$ cat config.mk
export PLATFORM = sky130hd
export DESIGN_NAME = oswc_top
export DESIGN_NICKNAME = d
export VERILOG_FILES = /design/src/oswc_pkg.sv /design/src/oswc_count_mem.sv /design/src/oswc_top.sv
export SDC_FILE = /design/constraint.sdc
export NUM_CORES = 1
export LEC_CHECK = 0
export CELL_PAD_IN_SITES_DETAIL_PLACEMENT = 1
export CELL_PAD_IN_SITES_GLOBAL_PLACEMENT = 1
export CORE_MARGIN = 2
export CORE_UTILIZATION = 47
export CTS_CLUSTER_SIZE = 12
export DETAILED_ROUTE_END_ITERATION = 7
export DONT_BUFFER_PORTS = 1
export PLACE_DENSITY_LB_ADDON = 0.08
export REMOVE_ABC_BUFFERS = 1
export SYNTH_ARGS = -nofsm -noshare
export SYNTH_HDL_FRONTEND = slang
export SYNTH_SLANG_ARGS = --single-unit
$ cat constraint.sdc
create_clock -name pclk -period 5.6 [get_ports pclk]
set_input_delay 0.28 -clock pclk [delete_from_list [all_inputs] [get_ports pclk]]
set_output_delay 0.28 -clock pclk [all_outputs]
set_load 0.02 [all_outputs]
$ cat src/oswc_pkg.sv
// Package for the output switching count alarm block.
// Assumes a 10 MHz APB clock; shared by the top module and its count memory.
package oswc_pkg;

    // ----------------------------------------------------------------
    // Register map (byte addresses, one aligned word each)
    // ----------------------------------------------------------------
    localparam logic [7:0] ADDR_CONFIG     = 8'h00;  // Output types, routing, display enables.
    localparam logic [7:0] ADDR_THRESH1    = 8'h04;  // Output 1 alarm threshold.
    localparam logic [7:0] ADDR_THRESH2    = 8'h08;  // Output 2 alarm threshold.
    localparam logic [7:0] ADDR_MONITOR1   = 8'h0C;  // Output 1 count monitor.
    localparam logic [7:0] ADDR_MONITOR2   = 8'h10;  // Output 2 count monitor.
    localparam logic [7:0] ADDR_CLEAR      = 8'h14;  // Counter clear selection (write).
    localparam logic [7:0] ADDR_IRQ_STATUS = 8'h18;  // Sticky events, cleared on read.
    localparam logic [7:0] ADDR_IRQ_MASK   = 8'h1C;  // Interrupt mask, same layout.

    // ----------------------------------------------------------------
    // Configuration register fields
    // ----------------------------------------------------------------
    localparam int CFG_TYPE1_LSB   = 0;  // Two bits: output 1 type.
    localparam int CFG_TYPE2_LSB   = 2;  // Two bits: output 2 type.
    localparam int CFG_AUX1_BIT    = 4;  // Route alarm 1 to aux output.
    localparam int CFG_AUX2_BIT    = 5;  // Route alarm 2 to aux output.
    localparam int CFG_DISP1_BIT   = 6;  // Show alarm 1 on display.
    localparam int CFG_DISP2_BIT   = 7;  // Show alarm 2 on display.
    localparam int CFG_WIDTH       = 8;

    // Output type codes.
    localparam logic [1:0] TYPE_RELAY      = 2'h0;
    localparam logic [1:0] TYPE_VOLT_DRIVE = 2'h1;
    localparam logic [1:0] TYPE_SOLID      = 2'h2;
    localparam logic [1:0] TYPE_LINEAR     = 2'h3;

    // Interrupt status bit layout.
    localparam int IRQ_ALARM1_BIT  = 0;
    localparam int IRQ_ALARM2_BIT  = 1;
    localparam int IRQ_WIDTH       = 2;

    // ----------------------------------------------------------------
    // Counting constants and reset values
    // ----------------------------------------------------------------
    localparam int           VAL_WIDTH      = 14;
    localparam logic [13:0]  VAL_MAX        = 14'h270F;  // 9999 units.
    localparam logic [6:0]   UNIT_OPS       = 7'h64;     // 100 operations per unit.
    localparam logic [13:0]  THRESH_RESET   = 14'h0000;
    localparam logic [7:0]   CONFIG_RESET   = 8'h00;
    localparam logic [1:0]   MASK_RESET     = 2'h0;

    // Bus state machine states.
    typedef enum logic [1:0] {
        OSWC_IDLE,
        OSWC_ACCESS,
        OSWC_DONE
    } oswc_bus_state_t;

endpackage : oswc_pkg

$ cat src/oswc_count_mem.sv
// Small two-entry store for the reported counts in hundred-operation units.
// Assumes a single clock; read data comes out of a register.
`timescale 1ns/1ps
module oswc_count_mem
#(
    parameter int WIDTH = 14,
    parameter int DEPTH = 2
)
(
    input  wire logic                     pclk,
    input  wire logic                     presetn,
    input  wire logic                     wr_en,
    input  wire logic [$clog2(DEPTH)-1:0] wr_addr,
    input  wire logic [WIDTH-1:0]         wr_data,
    input  wire logic [$clog2(DEPTH)-1:0] rd_addr,
    output logic      [WIDTH-1:0]         rd_data
);
    import oswc_pkg::*;

    // --------------------------------------------------------------
    // Storage state
    // --------------------------------------------------------------
    typedef struct packed {
        logic [DEPTH-1:0][WIDTH-1:0] mem;   // Stored counts.
        logic [WIDTH-1:0]            rdata; // Registered read data.
    } oswc_mem_state_t;

    oswc_mem_state_t state;       // Registered state.
    oswc_mem_state_t next_state;  // Next value.

    // Read first: a read returns the old content; callers tolerate one cycle of lag.
    always_comb
    begin
        next_state = state;
        if (wr_en)
        begin
            next_state.mem[wr_addr] = wr_data;
        end
        next_state.rdata = state.mem[rd_addr];
    end

    // Registers clear to zero so every count starts from nothing.
    always_ff @(posedge pclk or negedge presetn)
    begin
        if (!presetn)
        begin
            state <= '0;
        end
        else
        begin
            state <= next_state;
        end
    end

    assign rd_data = state.rdata;

endmodule : oswc_count_mem

$ cat src/oswc_top.sv
// Switching count alarm for two switched control outputs, with APB registers.
// Assumes the output drive levels come from outside the pclk domain.
//
// Contract
// - Count only relay, voltage-drive, solid-state outputs.
// - Hide monitor for linear outputs.
// - Hide output 2 monitor while threshold zero.
// - Alarm when count exceeds threshold.
// - Zero threshold disables alarm; resets zero.
// - Alarm routable to aux output and display.
// - Clear function clears selected output counters.
//
// The APB slave port and the register addresses are this design's own decisions.
`timescale 1ns/1ps
module oswc_top
(
    input  wire logic        pclk,
    input  wire logic        presetn,
    input  wire logic        psel,
    input  wire logic        penable,
    input  wire logic        pwrite,
    input  wire logic [7:0]  paddr,
    input  wire logic [31:0] pwdata,
    output logic      [31:0] prdata,
    output logic             pready,
    output logic             pslverr,
    input  wire logic        out1_drive,
    input  wire logic        out2_drive,
    output logic             aux1_alarm,
    output logic             aux2_alarm,
    output logic             disp1_alarm,
    output logic             disp2_alarm,
    output logic             irq
);
    import oswc_pkg::*;

    // --------------------------------------------------------------
    // State of the block
    // --------------------------------------------------------------
    typedef struct packed {
        logic [1:0]              sync1;     // First synchroniser stage.
        logic [1:0]              sync2;     // Second synchroniser stage.
        logic [1:0]              prev;      // Previous synchronised level.
        logic [1:0][6:0]         raw;       // Sub-unit operation counts.
        logic [1:0][VAL_WIDTH-1:0] units;   // Counts in hundred units.
        logic [1:0][VAL_WIDTH-1:0] thresh;  // Alarm thresholds.
        logic [CFG_WIDTH-1:0]    config_q;  // Type, routing, display bits.
        logic [IRQ_WIDTH-1:0]    status;    // Sticky alarm events.
        logic [IRQ_WIDTH-1:0]    mask;      // Interrupt mask.
        logic [1:0]              alarm;     // Current alarm levels.
        logic [31:0]             rdata;     // APB read data.
        logic                    ready;     // APB ready.
        logic                    err;       // APB error.
        logic [3:0]              outs;      // Aux and display outputs.
        logic                    irq_q;     // Interrupt output.
    } oswc_state_t;

    oswc_state_t state;       // Registered state.
    oswc_state_t next_state;  // Next value.

    logic [VAL_WIDTH-1:0] mem_rdata;  // Registered old content of the mirror entry at mem_sel.
    logic                 mem_wr;     // Mirror write strobe.
    logic                 mem_sel;    // Mirror write index.

    // --------------------------------------------------------------
    // Helper functions
    // --------------------------------------------------------------

    // True for a switched output type; a linear output is never counted.
    function automatic logic is_switched(input logic [1:0] kind);
        is_switched = (kind != TYPE_LINEAR);
    endfunction : is_switched

    // Monitor visibility: hidden for linear type or, on output 2, zero threshold.
    function automatic logic monitor_visible(input logic [1:0] kind,
                                             input logic       second,
                                             input logic [VAL_WIDTH-1:0] th);
        monitor_visible = is_switched(kind) && !(second && th == '0);
    endfunction : monitor_visible

    // APB register decode: true when the address names a mapped word.
    function automatic logic addr_mapped(input logic [7:0] a);
        addr_mapped = (a == ADDR_CONFIG) || (a == ADDR_THRESH1) || (a == ADDR_THRESH2) ||
                      (a == ADDR_MONITOR1) || (a == ADDR_MONITOR2) || (a == ADDR_CLEAR) ||
                      (a == ADDR_IRQ_STATUS) || (a == ADDR_IRQ_MASK);
    endfunction : addr_mapped

    // --------------------------------------------------------------
    // Next-state logic
    // --------------------------------------------------------------

    // Counting, alarms, bus access and interrupts all resolve here.
    // The bus answers with pready high in the cycle after the first access cycle.
    always_comb
    begin
        logic [1:0] kind [2];
        logic [1:0] clear_sel;
        logic [1:0] rise;
        logic       acc;
        next_state = state;
        kind[0]    = state.config_q[CFG_TYPE1_LSB +: 2];
        kind[1]    = state.config_q[CFG_TYPE2_LSB +: 2];
        clear_sel  = 2'h0;
        rise       = 2'h0;
        acc        = psel && penable && !state.ready;

        // Two flip-flops before any logic looks at the drive pins.
        next_state.sync1 = {out2_drive, out1_drive};
        next_state.sync2 = state.sync1;
        next_state.prev  = state.sync2;

        // Bus handshake: one cycle of pready per access.
        next_state.ready = acc;
        next_state.err   = acc && !addr_mapped(paddr);
        if (acc && !pwrite)
        begin
            case (paddr)
                ADDR_CONFIG:     next_state.rdata = {24'h00_0000, state.config_q};
                ADDR_THRESH1:    next_state.rdata = {18'h0_0000, state.thresh[0]};
                ADDR_THRESH2:    next_state.rdata = {18'h0_0000, state.thresh[1]};
                // Hidden monitors read as zero.
                ADDR_MONITOR1:   next_state.rdata = monitor_visible(kind[0], 1'b0, state.thresh[0]) ?
                                                    {18'h0_0000, state.units[0]} : 32'h0000_0000;
                ADDR_MONITOR2:   next_state.rdata = monitor_visible(kind[1], 1'b1, state.thresh[1]) ?
                                                    {18'h0_0000, state.units[1]} : 32'h0000_0000;
                ADDR_IRQ_STATUS: next_state.rdata = {30'h0000_0000, state.status};
                ADDR_IRQ_MASK:   next_state.rdata = {30'h0000_0000, state.mask};
                default:         next_state.rdata = 32'h0000_0000;
            endcase
        end
        else if (acc)
        begin
            next_state.rdata = 32'h0000_0000;
        end

        // Register writes.
        if (acc && pwrite)
        begin
            case (paddr)
                ADDR_CONFIG:   next_state.config_q = pwdata[CFG_WIDTH-1:0];
                // Thresholds above the range are held at the top value.
                ADDR_THRESH1:  next_state.thresh[0] = (pwdata[VAL_WIDTH-1:0] > VAL_MAX || pwdata[31:VAL_WIDTH] != '0)
                                                      ? VAL_MAX : pwdata[VAL_WIDTH-1:0];
                ADDR_THRESH2:  next_state.thresh[1] = (pwdata[VAL_WIDTH-1:0] > VAL_MAX || pwdata[31:VAL_WIDTH] != '0)
                                                      ? VAL_MAX : pwdata[VAL_WIDTH-1:0];
                ADDR_CLEAR:    clear_sel = pwdata[1:0];
                ADDR_IRQ_MASK: next_state.mask = pwdata[IRQ_WIDTH-1:0];
                default:       clear_sel = 2'h0;
            endcase
        end

        // Status clears on read; set below wins over this clear.
        if (acc && !pwrite && paddr == ADDR_IRQ_STATUS)
        begin
            next_state.status = '0;
        end

        // Per-output counting, clear and alarm.
        for (int i = 0; i < 2; i++)
        begin
            rise[i] = state.sync2[i] && !state.prev[i] && is_switched(kind[i]);
            if (clear_sel[i])
            begin
                // Clear drops both the unit count and the partial hundred.
                next_state.raw[i]   = 7'h00;
                next_state.units[i] = '0;
            end
            else if (rise[i] && state.units[i] != VAL_MAX)
            begin
                // Once capped the count stays at the top; it never wraps.
                if (state.raw[i] == UNIT_OPS - 7'h01)
                begin
                    next_state.raw[i]   = 7'h00;
                    next_state.units[i] = state.units[i] + 14'h0001;
                end
                else
                begin
                    next_state.raw[i] = state.raw[i] + 7'h01;
                end
            end
            // Zero threshold disables the alarm entirely.
            next_state.alarm[i] = (state.thresh[i] != '0) && (state.units[i] > state.thresh[i]);
            if (next_state.alarm[i] && !state.alarm[i])
            begin
                next_state.status[i] = 1'b1;
            end
        end

        // Routing of alarms to aux and display outputs.
        next_state.outs[0] = state.alarm[0] && state.config_q[CFG_AUX1_BIT];
        next_state.outs[1] = state.alarm[1] && state.config_q[CFG_AUX2_BIT];
        next_state.outs[2] = state.alarm[0] && state.config_q[CFG_DISP1_BIT];
        next_state.outs[3] = state.alarm[1] && state.config_q[CFG_DISP2_BIT];
        next_state.irq_q   = |(next_state.status & state.mask);
    end

    // --------------------------------------------------------------
    // State registers
    // --------------------------------------------------------------

    // Reset loads constants only; thresholds start at zero, alarms off.
    always_ff @(posedge pclk or negedge presetn)
    begin
        if (!presetn)
        begin
            state          <= '0;
            state.thresh   <= {THRESH_RESET, THRESH_RESET};
            state.config_q <= CONFIG_RESET;
            state.mask     <= MASK_RESET;
        end
        else
        begin
            state <= next_state;
        end
    end

    // --------------------------------------------------------------
    // Count mirror memory
    // --------------------------------------------------------------

    // Mirrors count updates, only output 2's when both change in one cycle; kept for later read-back expansion.
    assign mem_wr  = (next_state.units[0] != state.units[0]) || (next_state.units[1] != state.units[1]);
    assign mem_sel = (next_state.units[1] != state.units[1]);

    oswc_count_mem #(
        .WIDTH (VAL_WIDTH),
        .DEPTH (2)
    ) u_mem (
        .pclk    (pclk),
        .presetn (presetn),
        .wr_en   (mem_wr),
        .wr_addr (mem_sel),
        .wr_data (next_state.units[mem_sel]),
        .rd_addr (mem_sel),
        .rd_data (mem_rdata)
    );

    // --------------------------------------------------------------
    // Outputs, all straight from flip-flops
    // --------------------------------------------------------------
    assign prdata      = state.rdata;
    assign pready      = state.ready;
    assign pslverr     = state.err;
    assign aux1_alarm  = state.outs[0];
    assign aux2_alarm  = state.outs[1];
    assign disp1_alarm = state.outs[2];
    assign disp2_alarm = state.outs[3];
    assign irq         = state.irq_q;

endmodule : oswc_top

==> results.yml, run 1 <==
min_path:
  worst_hold_path_type: "in2reg"
layout:
  syn_to_final_growth_pct: 4.23
  instances_no_fill: 859
  n_antenna_cell: 0
  layout.core_utilization: 0.495
  layout-drive-gt1-share: 0.0648
  finish.net_count: 754
clock_tree:
  path_clk_slew_ns: 0.07
  root_buffer_selected_by_cts: "sky130_fd_sc_hd__clkbuf_16"
  cts_max_path_buffers: 2
  cts.sink_count: 111
  cts_buffers: 9
  tritoncts: "built"
  cts_htree_levels: 3
  clk-insertion-delay-late_ns: 0.36
floorplan:
  ioPinCount: 86
  die-height_um: 122
  floorplan.die_area_sq_um: 14800
  die_width_um: 122
  start_util: 0.475
  fp-row-count: 43
  core-area_sq_um: 13700
power:
  vdd.ir_drop.worst_mv: 0.231
  leakagePower_nw: 2.86
  power.density_cell_area_nw_per_um2: 298
setup_path:
  worst_setup_path_startpoint: "state[95]"
  cp_slowest_stage_delay_ns: 0.73
  setup.worst_path.start_class: "register"
  worstPathBufferInverterCount: 0
  worst_path_max_delay_cell: "sky130_fd_sc_hd__nor4_1"
  worstPathRequired_ns: 5.89
  critPathArrivalTime_ns: 2.64
  cp_top_family: "simple AND/OR/NAND/NOR gates"
  sequence_of_cells_on_the_critical_path: "ha_1 -> and4b_1 -> and4_4 -> nor4_1 -> nand4b_1 -> a21oi_1"
  endpoint_kind: "register"
  worst-setup-path-type: "reg2reg"
  worstReg2RegEnd: "state[106]"
  path_depth: 6
  cp_max_fo: 5
  regToRegStartpoint: "state[95]"
  rr_worst_depth: 6
  worst-r2r-setup-slack_ns: 3.25
  worst_setup_path_endpoint: "state[106]"
logic_synthesis:
  ys_top_cells_by_area: "sky130_fd_sc_hd__dfrtp_1 (43%), sky130_fd_sc_hd__ha_1 (6.1%), sky130_fd_sc_hd__nand2_1 (4.9%)"
  synthCells: 700
  seq_area_frac_synth: 0.426
  yosys.area_share.adder: 0.0615
  xor_xnor_cell_area_share_of_the_yosys_netlist: 0.0175
  synth_area_leader_cell: "sky130_fd_sc_hd__dfrtp_1"
  synth.ff_latch_count: 111
  synth_cell_type_count: 68
  syn_area_per_cell_sq_um: 9.31
  muxShareOfSynthArea: 0.0373
  synth_compound_gate_area_share: 0.150
  synth_warnings: 0
  dominant_combinational_cell_family_by_area_after_synthesis: "simple AND/OR/NAND/NOR gates"
  postSynth.topFlopCell: "sky130_fd_sc_hd__dfrtp_1"
  synth_simple_gate_area_frac: 0.228
  synth.cell_area_sq_um: 6510
  synthDominantCellAreaShare: 0.426
  synth-edff-count: 0
  asyncSetResetFlopFracSynth: 1.00
grt:
  global_route.usage.total: 0.265
  grt_first_pass_wirelength_um: 29600
  first_global_vias: 5311
  number_of_antenna_violations_at_the_first_check_in_global_routing: 0
  grt_start_max_net_pins: 112
  gr-total-overflow: 0
timing:
  maxSlewHeadroom: 0.155
  fin_setup_tns_ns: 0
  worst-slew-pin-transition_ns: 1.26
  final_count_of_hold_timing_violations: 0
  timing.final.max_slew_violations: 0
  max_clock_freq_mhz: 425
  period_needed_ns: 2.35
  setup_viol_count_final: 0
  grt_setup_unrepaired: "no"
  worst_clock_skew_ns: 0.00745
  fin_crit_sh: 0.420
  final.hold.worst_slack_ns: 0.0664
  layout_setup_ws_ns: 3.25
run:
  max_cap_viol_count: 0
routing:
  wl_per_cell_um: 21.8
  wl_met1_um: 8650
  routed_wl_um: 18700
  drtIter0Drc: 317
  drcViolationCount: 0
  detailed_routed_wire_length_on_met3_um: 804
  route.vias.total: 5288
  met2_wl_post_dr_um: 8900
  drt_pass1_iterations: 7
  top_layer: "met4"
  drt.antenna.violating_nets: 0
  drt-vias-per-instance: 6.16
place:
  hpwl_um: 14000
  io_buffers: 0
  post-place-ws_ns: 3.26
  globalplace.congestion: 0.871
  numPlacedInstances: 840
outcome:
  status: "finished clean"
## per-stage QoR
step | power, mW | area (sq um)
6_report | 2.02 | 6790
5_1_grt | 2.13 | 6790
4_1_cts | 2.04 | 6790
3_5_place_dp | 1.38 | 6450
3_3_place_gp | 1.35 | 6450
2_1_floorplan | 1.26 | 6210
## routing by layer
layer | track usage | vias to the layer above
met1 | 0.365 | 2684
met2 | 0.433 | 145
met4 | 0.0740 | 0
met5 | 0 | -
met3 | 0.0445 | 24
li1 | - | 2435
## cells in the final DEF, fill, tap and decap left out, types with 9 or more instances in the layout
| master | instances |
|---|---|
| sky130_fd_sc_hd__nor2_1 | 41 |
| sky130_fd_sc_hd__nand4_1 | 20 |
| sky130_fd_sc_hd__inv_1 | 39 |
| sky130_fd_sc_hd__o21ai_1 | 20 |
| sky130_fd_sc_hd__and3_1 | 12 |
| sky130_fd_sc_hd__ha_1 | 32 |
| sky130_fd_sc_hd__conb_1 | 18 |
| sky130_fd_sc_hd__a21oi_1 | 36 |
| sky130_fd_sc_hd__nor4_1 | 14 |
| sky130_fd_sc_hd__mux2i_1 | 13 |
| sky130_fd_sc_hd__or3_1 | 14 |
| sky130_fd_sc_hd__nand3_1 | 19 |
| sky130_fd_sc_hd__nand2_1 | 85 |
| sky130_fd_sc_hd__mux2_2 | 10 |
| sky130_fd_sc_hd__clkbuf_16 | 9 |
| sky130_fd_sc_hd__dfrtp_1 | 111 |
| sky130_fd_sc_hd__o21ai_0 | 48 |
| sky130_fd_sc_hd__and2_1 | 15 |
## worst register-to-register path, stage by stage, from the launching register on
cell                       delay, ns
sky130_fd_sc_hd__dfrtp_1        0.48
sky130_fd_sc_hd__ha_1           0.28
sky130_fd_sc_hd__and4b_1        0.23
sky130_fd_sc_hd__and4_4         0.22
sky130_fd_sc_hd__nor4_1         0.73
sky130_fd_sc_hd__nand4b_1       0.18
sky130_fd_sc_hd__a21oi_1        0.18
## how the worst min path moves through the flow
stage                     slack, ns  cells after the start         end       from
final                          0.07                      1   state[49]  pwdata[4]
after global routing           0.06                      1   state[49]  pwdata[4]
after CTS                      0.06                      1   state[47]  pwdata[2]
after detailed placement      -0.01                      0  state[114]    presetn
after global placement        -0.01                      0  state[114]    presetn
after floorplan               -0.02                      0  aux1_alarm    presetn
## power breakdown
part           internal [mW]  leakage (nW)  switching, mW
logic                  0.159          1.37          0.218
registers              0.886          1.36          0.129
clock network          0.335         0.140          0.298
total                   1.38          2.86          0.645
## final cells by class
cell class,instances,area (sq um)
clock inverter,3,17.5
sequential,111,2780
fill,1591,6930
tap,180,225
multi-input combinational,509,3290
clock buffer,12,267
timing repair buffer,5,65.1
inverter,39,146
## cell families (layout without fill, tap and decap cells)
kind of cell | Yosys count | count (layout)
mux | 23 | 23
compound gates | 156 | 156
fa+ha+maj | 32 | 32
simple gates | 267 | 267
flops | 111 | 111
buf+inv | 97 | 59
other cells | 1 | 18
xor+xnor | 13 | 13
## cell usage after synthesis, drive strengths merged (9+ instances only)
master,count
and2,15
a21oi,36
mux2i,13
nand3,20
mux2,10
nor3,9
and3,12
clkbuf,17
nor4,15
or3,14
inv,39
nand4,23
nand2,85
nor2,42
dfrtp,111
o21ai,68
ha,32
buf,41
## flip-flops by register name (all words and copies together), names as in the netlist
signal       cells
state           86
pslverr          1
aux2_alarm       1
pready           1
disp1_alarm      1
prdata          14
aux1_alarm       1
next_state       4
disp2_alarm      1
irq              1
## what timing repair did
action | in CTS | in global routing
hold buffers | 4 | 0
gates resized for setup | 0 | 0
hold endpoints to repair | 113 | 0
buffers inserted | 0 | 0
(Power assumes the default switching activity.)
==> run 2: changes to the inputs <==
--- a/config.mk
+++ b/config.mk
@@ -5,6 +5,7 @@
 export SDC_FILE = /design/constraint.sdc
 export NUM_CORES = 1
 export LEC_CHECK = 0
+export ABC_AREA = 1
 export CELL_PAD_IN_SITES_DETAIL_PLACEMENT = 1
 export CELL_PAD_IN_SITES_GLOBAL_PLACEMENT = 1
 export CORE_MARGIN = 2
==> constraint.sdc (replaced) <==
create_clock -name pclk -period 2.2 [get_ports pclk]
set_input_delay 0.11 -clock pclk [delete_from_list [all_inputs] [get_ports pclk]]
set_output_delay 0.11 -clock pclk [all_outputs]
set_load 0.02 [all_outputs]
==> run 2 against run 1 <==
  * The flow now finishes with violations (negative hold slack)
  * Global-route usage is 0.62 points higher
  * Sequential power rose by 120%
  * Final cell count is 35% higher
  * Utilization grew 1.4 points
  * Clock-buffer cell count decreased by 2
  * First-iteration DRC count is 9.5% lower
  * Fmax is 20% higher
  * Synthesized cell count is 38% higher
  * Worst setup slack got worse by 3.0 ns
==> results.yml, run 2 <==
outcome:
  status: "complete, but fails checks"
  violated_checks: "negative hold slack"
layout:
  multi_input_area_sq_um: 3650
  fillers: 1924
  final-seq-area_sq_um: 2780
  n_antenna_cell: 0
  finish.net_count: 1048
  instances_no_fill: 1162
  most-common-layout-cells: "sky130_fd_sc_hd__nand2_1 (292), sky130_fd_sc_hd__dfrtp_1 (111), sky130_fd_sc_hd__inv_1 (110)"
  syn_to_final_growth_pct: 6.81
  layout-drive-gt1-share: 0.0842
  layout.core_utilization: 0.508
  final_common_cell: "sky130_fd_sc_hd__nand2_1"
  regMostFlops: "state"
  largest_register_ffs: 86
clock_tree:
  ctsHoldBuffers: 14
  cts_max_path_buffers: 2
  postCtsSetupBuffers: 0
  cts_buffers: 9
  tritoncts: "built"
  cts.sink_count: 111
  cts-resized-gates: 0
  root_buffer_selected_by_cts: "sky130_fd_sc_hd__clkbuf_16"
  clk-insertion-delay-late_ns: 0.37
  path_clk_slew_ns: 0.08
  cts_htree_levels: 3
floorplan:
  die-height_um: 128
  die_width_um: 128
  core-area_sq_um: 15100
  floorplan.die_area_sq_um: 16300
  start_util: 0.476
  fp-row-count: 45
  ioPinCount: 86
timing:
  maxSlewHeadroom: 0.637
  period_needed_ns: 1.96
  worst-slew-pin-transition_ns: 0.544
  setup_viol_count_final: 0
  fin_crit_sh: 0.890
  fin_setup_tns_ns: 0
  final.hold.worst_slack_ns: -0.568
  final_count_of_hold_timing_violations: 111
  timing.final.max_slew_violations: 0
  max_clock_freq_mhz: 511
  worst_clock_skew_ns: 0.0129
  grt_setup_unrepaired: "no"
routing:
  routed_wl_um: 21300
  drcViolationCount: 0
  drt_pass1_iterations: 4
  route.vias.total: 6394
  drt.antenna.violating_nets: 0
  met2_wl_post_dr_um: 10300
  detailed_routed_wire_length_on_met3_um: 781
  top_layer: "met4"
  drtIter0Drc: 287
  drt-vias-per-instance: 5.50
  wl_met1_um: 9690
  wl_per_cell_um: 18.3
logic_synthesis:
  syn_area_per_cell_sq_um: 7.44
  synth_compound_gate_area_share: 0.0761
  synth_warnings: 0
  asyncSetResetFlopFracSynth: 1.00
  synth_commonest_cells: "sky130_fd_sc_hd__nand2_1 (292), sky130_fd_sc_hd__dfrtp_1 (111), sky130_fd_sc_hd__inv_1 (110)"
  synth.ff_latch_count: 111
  synth_most_common_cell: "sky130_fd_sc_hd__nand2_1"
  seq_area_frac_synth: 0.387
  synthDominantCellAreaShare: 0.387
  xor_xnor_cell_area_share_of_the_yosys_netlist: 0.0329
  postSynth.topFlopCell: "sky130_fd_sc_hd__dfrtp_1"
  synth.cell_area_sq_um: 7180
  ys_top_cells_by_area: "sky130_fd_sc_hd__dfrtp_1 (39%), sky130_fd_sc_hd__nand2_1 (15%), sky130_fd_sc_hd__inv_1 (5.7%)"
  dominant_combinational_cell_family_by_area_after_synthesis: "simple AND/OR/NAND/NOR gates"
  synth_simple_gate_area_frac: 0.334
  synth-edff-count: 0
  synthCells: 966
  synth_area_leader_cell: "sky130_fd_sc_hd__dfrtp_1"
  yosys.area_share.adder: 0.0557
  synth_cell_type_count: 34
  muxShareOfSynthArea: 0
setup_path:
  worst-r2r-setup-slack_ns: 0.24
  sequence_of_cells_on_the_critical_path: "ha_1 -> nand3_1 -> nor2_1 -> nand2_1 -> nand2_1 -> nand2_4 -> nand2_4 -> nand2_1 -> o21ai_2"
  regToRegStartpoint: "state[82]"
  cp_slowest_stage_delay_ns: 0.44
  worst_path_max_delay_cell: "sky130_fd_sc_hd__dfrtp_1"
  endpoint_kind: "register"
  worst-setup-path-type: "reg2reg"
  worst_setup_path_endpoint: "state[88]"
  critical_path.most_common_cell: "sky130_fd_sc_hd__nand2_1"
  critPathArrivalTime_ns: 2.25
  cp_max_fo: 28
  setup.worst_path.start_class: "register"
  worstReg2RegEnd: "state[88]"
  worst_setup_path_startpoint: "state[82]"
  worstPathRequired_ns: 2.50
  rr_worst_depth: 9
run:
  max_cap_viol_count: 0
place:
  globalplace.congestion: 0.876
  numPlacedInstances: 1132
  io_buffers: 0
  hpwl_um: 16300
min_path:
  worst_hold_path_type: "in2async"
grt:
  gr-total-overflow: 0
  first_global_vias: 6595
  global_route.usage.total: 0.271
  grt_first_pass_wirelength_um: 34100
  number_of_antenna_violations_at_the_first_check_in_global_routing: 0
  grt_start_max_net_pins: 112
power:
  leakagePower_nw: 3.92
  power.density_cell_area_nw_per_um2: 582
  vdd.ir_drop.worst_mv: 0.375
  total_power_mw: 4.46
==> run 2: changes by cell type after synthesis, moves of 15 or more <==
cell                      previous run  this run
sky130_fd_sc_hd__nand2_1            85       292
sky130_fd_sc_hd__inv_1              39       110
sky130_fd_sc_hd__nand3_1            19        72
sky130_fd_sc_hd__nor2_1             41        86
sky130_fd_sc_hd__xor2_1              7        26
sky130_fd_sc_hd__a21oi_1            36        18
sky130_fd_sc_hd__o21ai_2             0        15
==> run 2: worst min path at each step <==
| stage | startpoint | to | slack, ns | cells after the start |
|---|---|---|---|---|
| floorplan | presetn | aux1_alarm | -0.19 | 0 |
| global placement | presetn | aux2_alarm | -0.18 | 0 |
| detailed placement | presetn | disp2_alarm | -0.18 | 0 |
| CTS | presetn | state[72] | -0.57 | 0 |
| global route | presetn | disp1_alarm | -0.58 | 0 |
| finish | presetn | state[87] | -0.57 | 0 |
==> run 2: per-layer routing <==
layer | track usage | vias up
met2 | 0.466 | 162
met4 | 0.0776 | 0
met5 | 0 | -
met1 | 0.351 | 3165
li1 | - | 3035
met3 | 0.0469 | 32
==> run 2: cell families (layout without fill, tap and decap cells) <==
kind of cell    after synthesis  after routing
compound gates               95             95
flops                       111            111
simple gates                528            528
xor+xnor                     27             27
fa+ha+maj                    32             32
buf+inv                     172            163
other cells                   1             18
==> run 2: metrics by stage <==
step | cell area, sq um | worst slack [ns]
after floorplan | 6870 | 0.382
after global placement | 7220 | 0.399
after detailed placement | 7220 | 0.276
after CTS | 7670 | 0.258
after global routing | 7670 | 0.101
final | 7670 | 0.242
==> run 2: where the power goes <==
part	total (mW)	switching [mW]	internal [mW]	leakage, nW
clock	1.79	0.793	0.996	0.148
combinational	0.422	0.276	0.146	2.44
sequential	2.25	0.110	2.14	1.33
total	4.46	1.18	3.28	3.92
==> run 2: worst max-delay path: cells and delay by family (launching register included) <==
family                     cells  cell delay, ns
and+or+nand+nor                7            1.06
DFF                            1            0.44
adders and majority gates      1            0.30
AOI/OAI and AO/OA              1            0.07
==> run 2: cell type report <==
| class | instances | share of cell area |
|---|---|---|
| Multi-Input combinational cell | 700 | 0.476 |
| Inverter | 119 | 0.0582 |
| Tap cell | 188 | 0.0307 |
| Sequential cell | 111 | 0.362 |
| Timing Repair Buffer | 28 | 0.0320 |
| Clock inverter | 6 | 0.0111 |
| Clock buffer | 10 | 0.0298 |
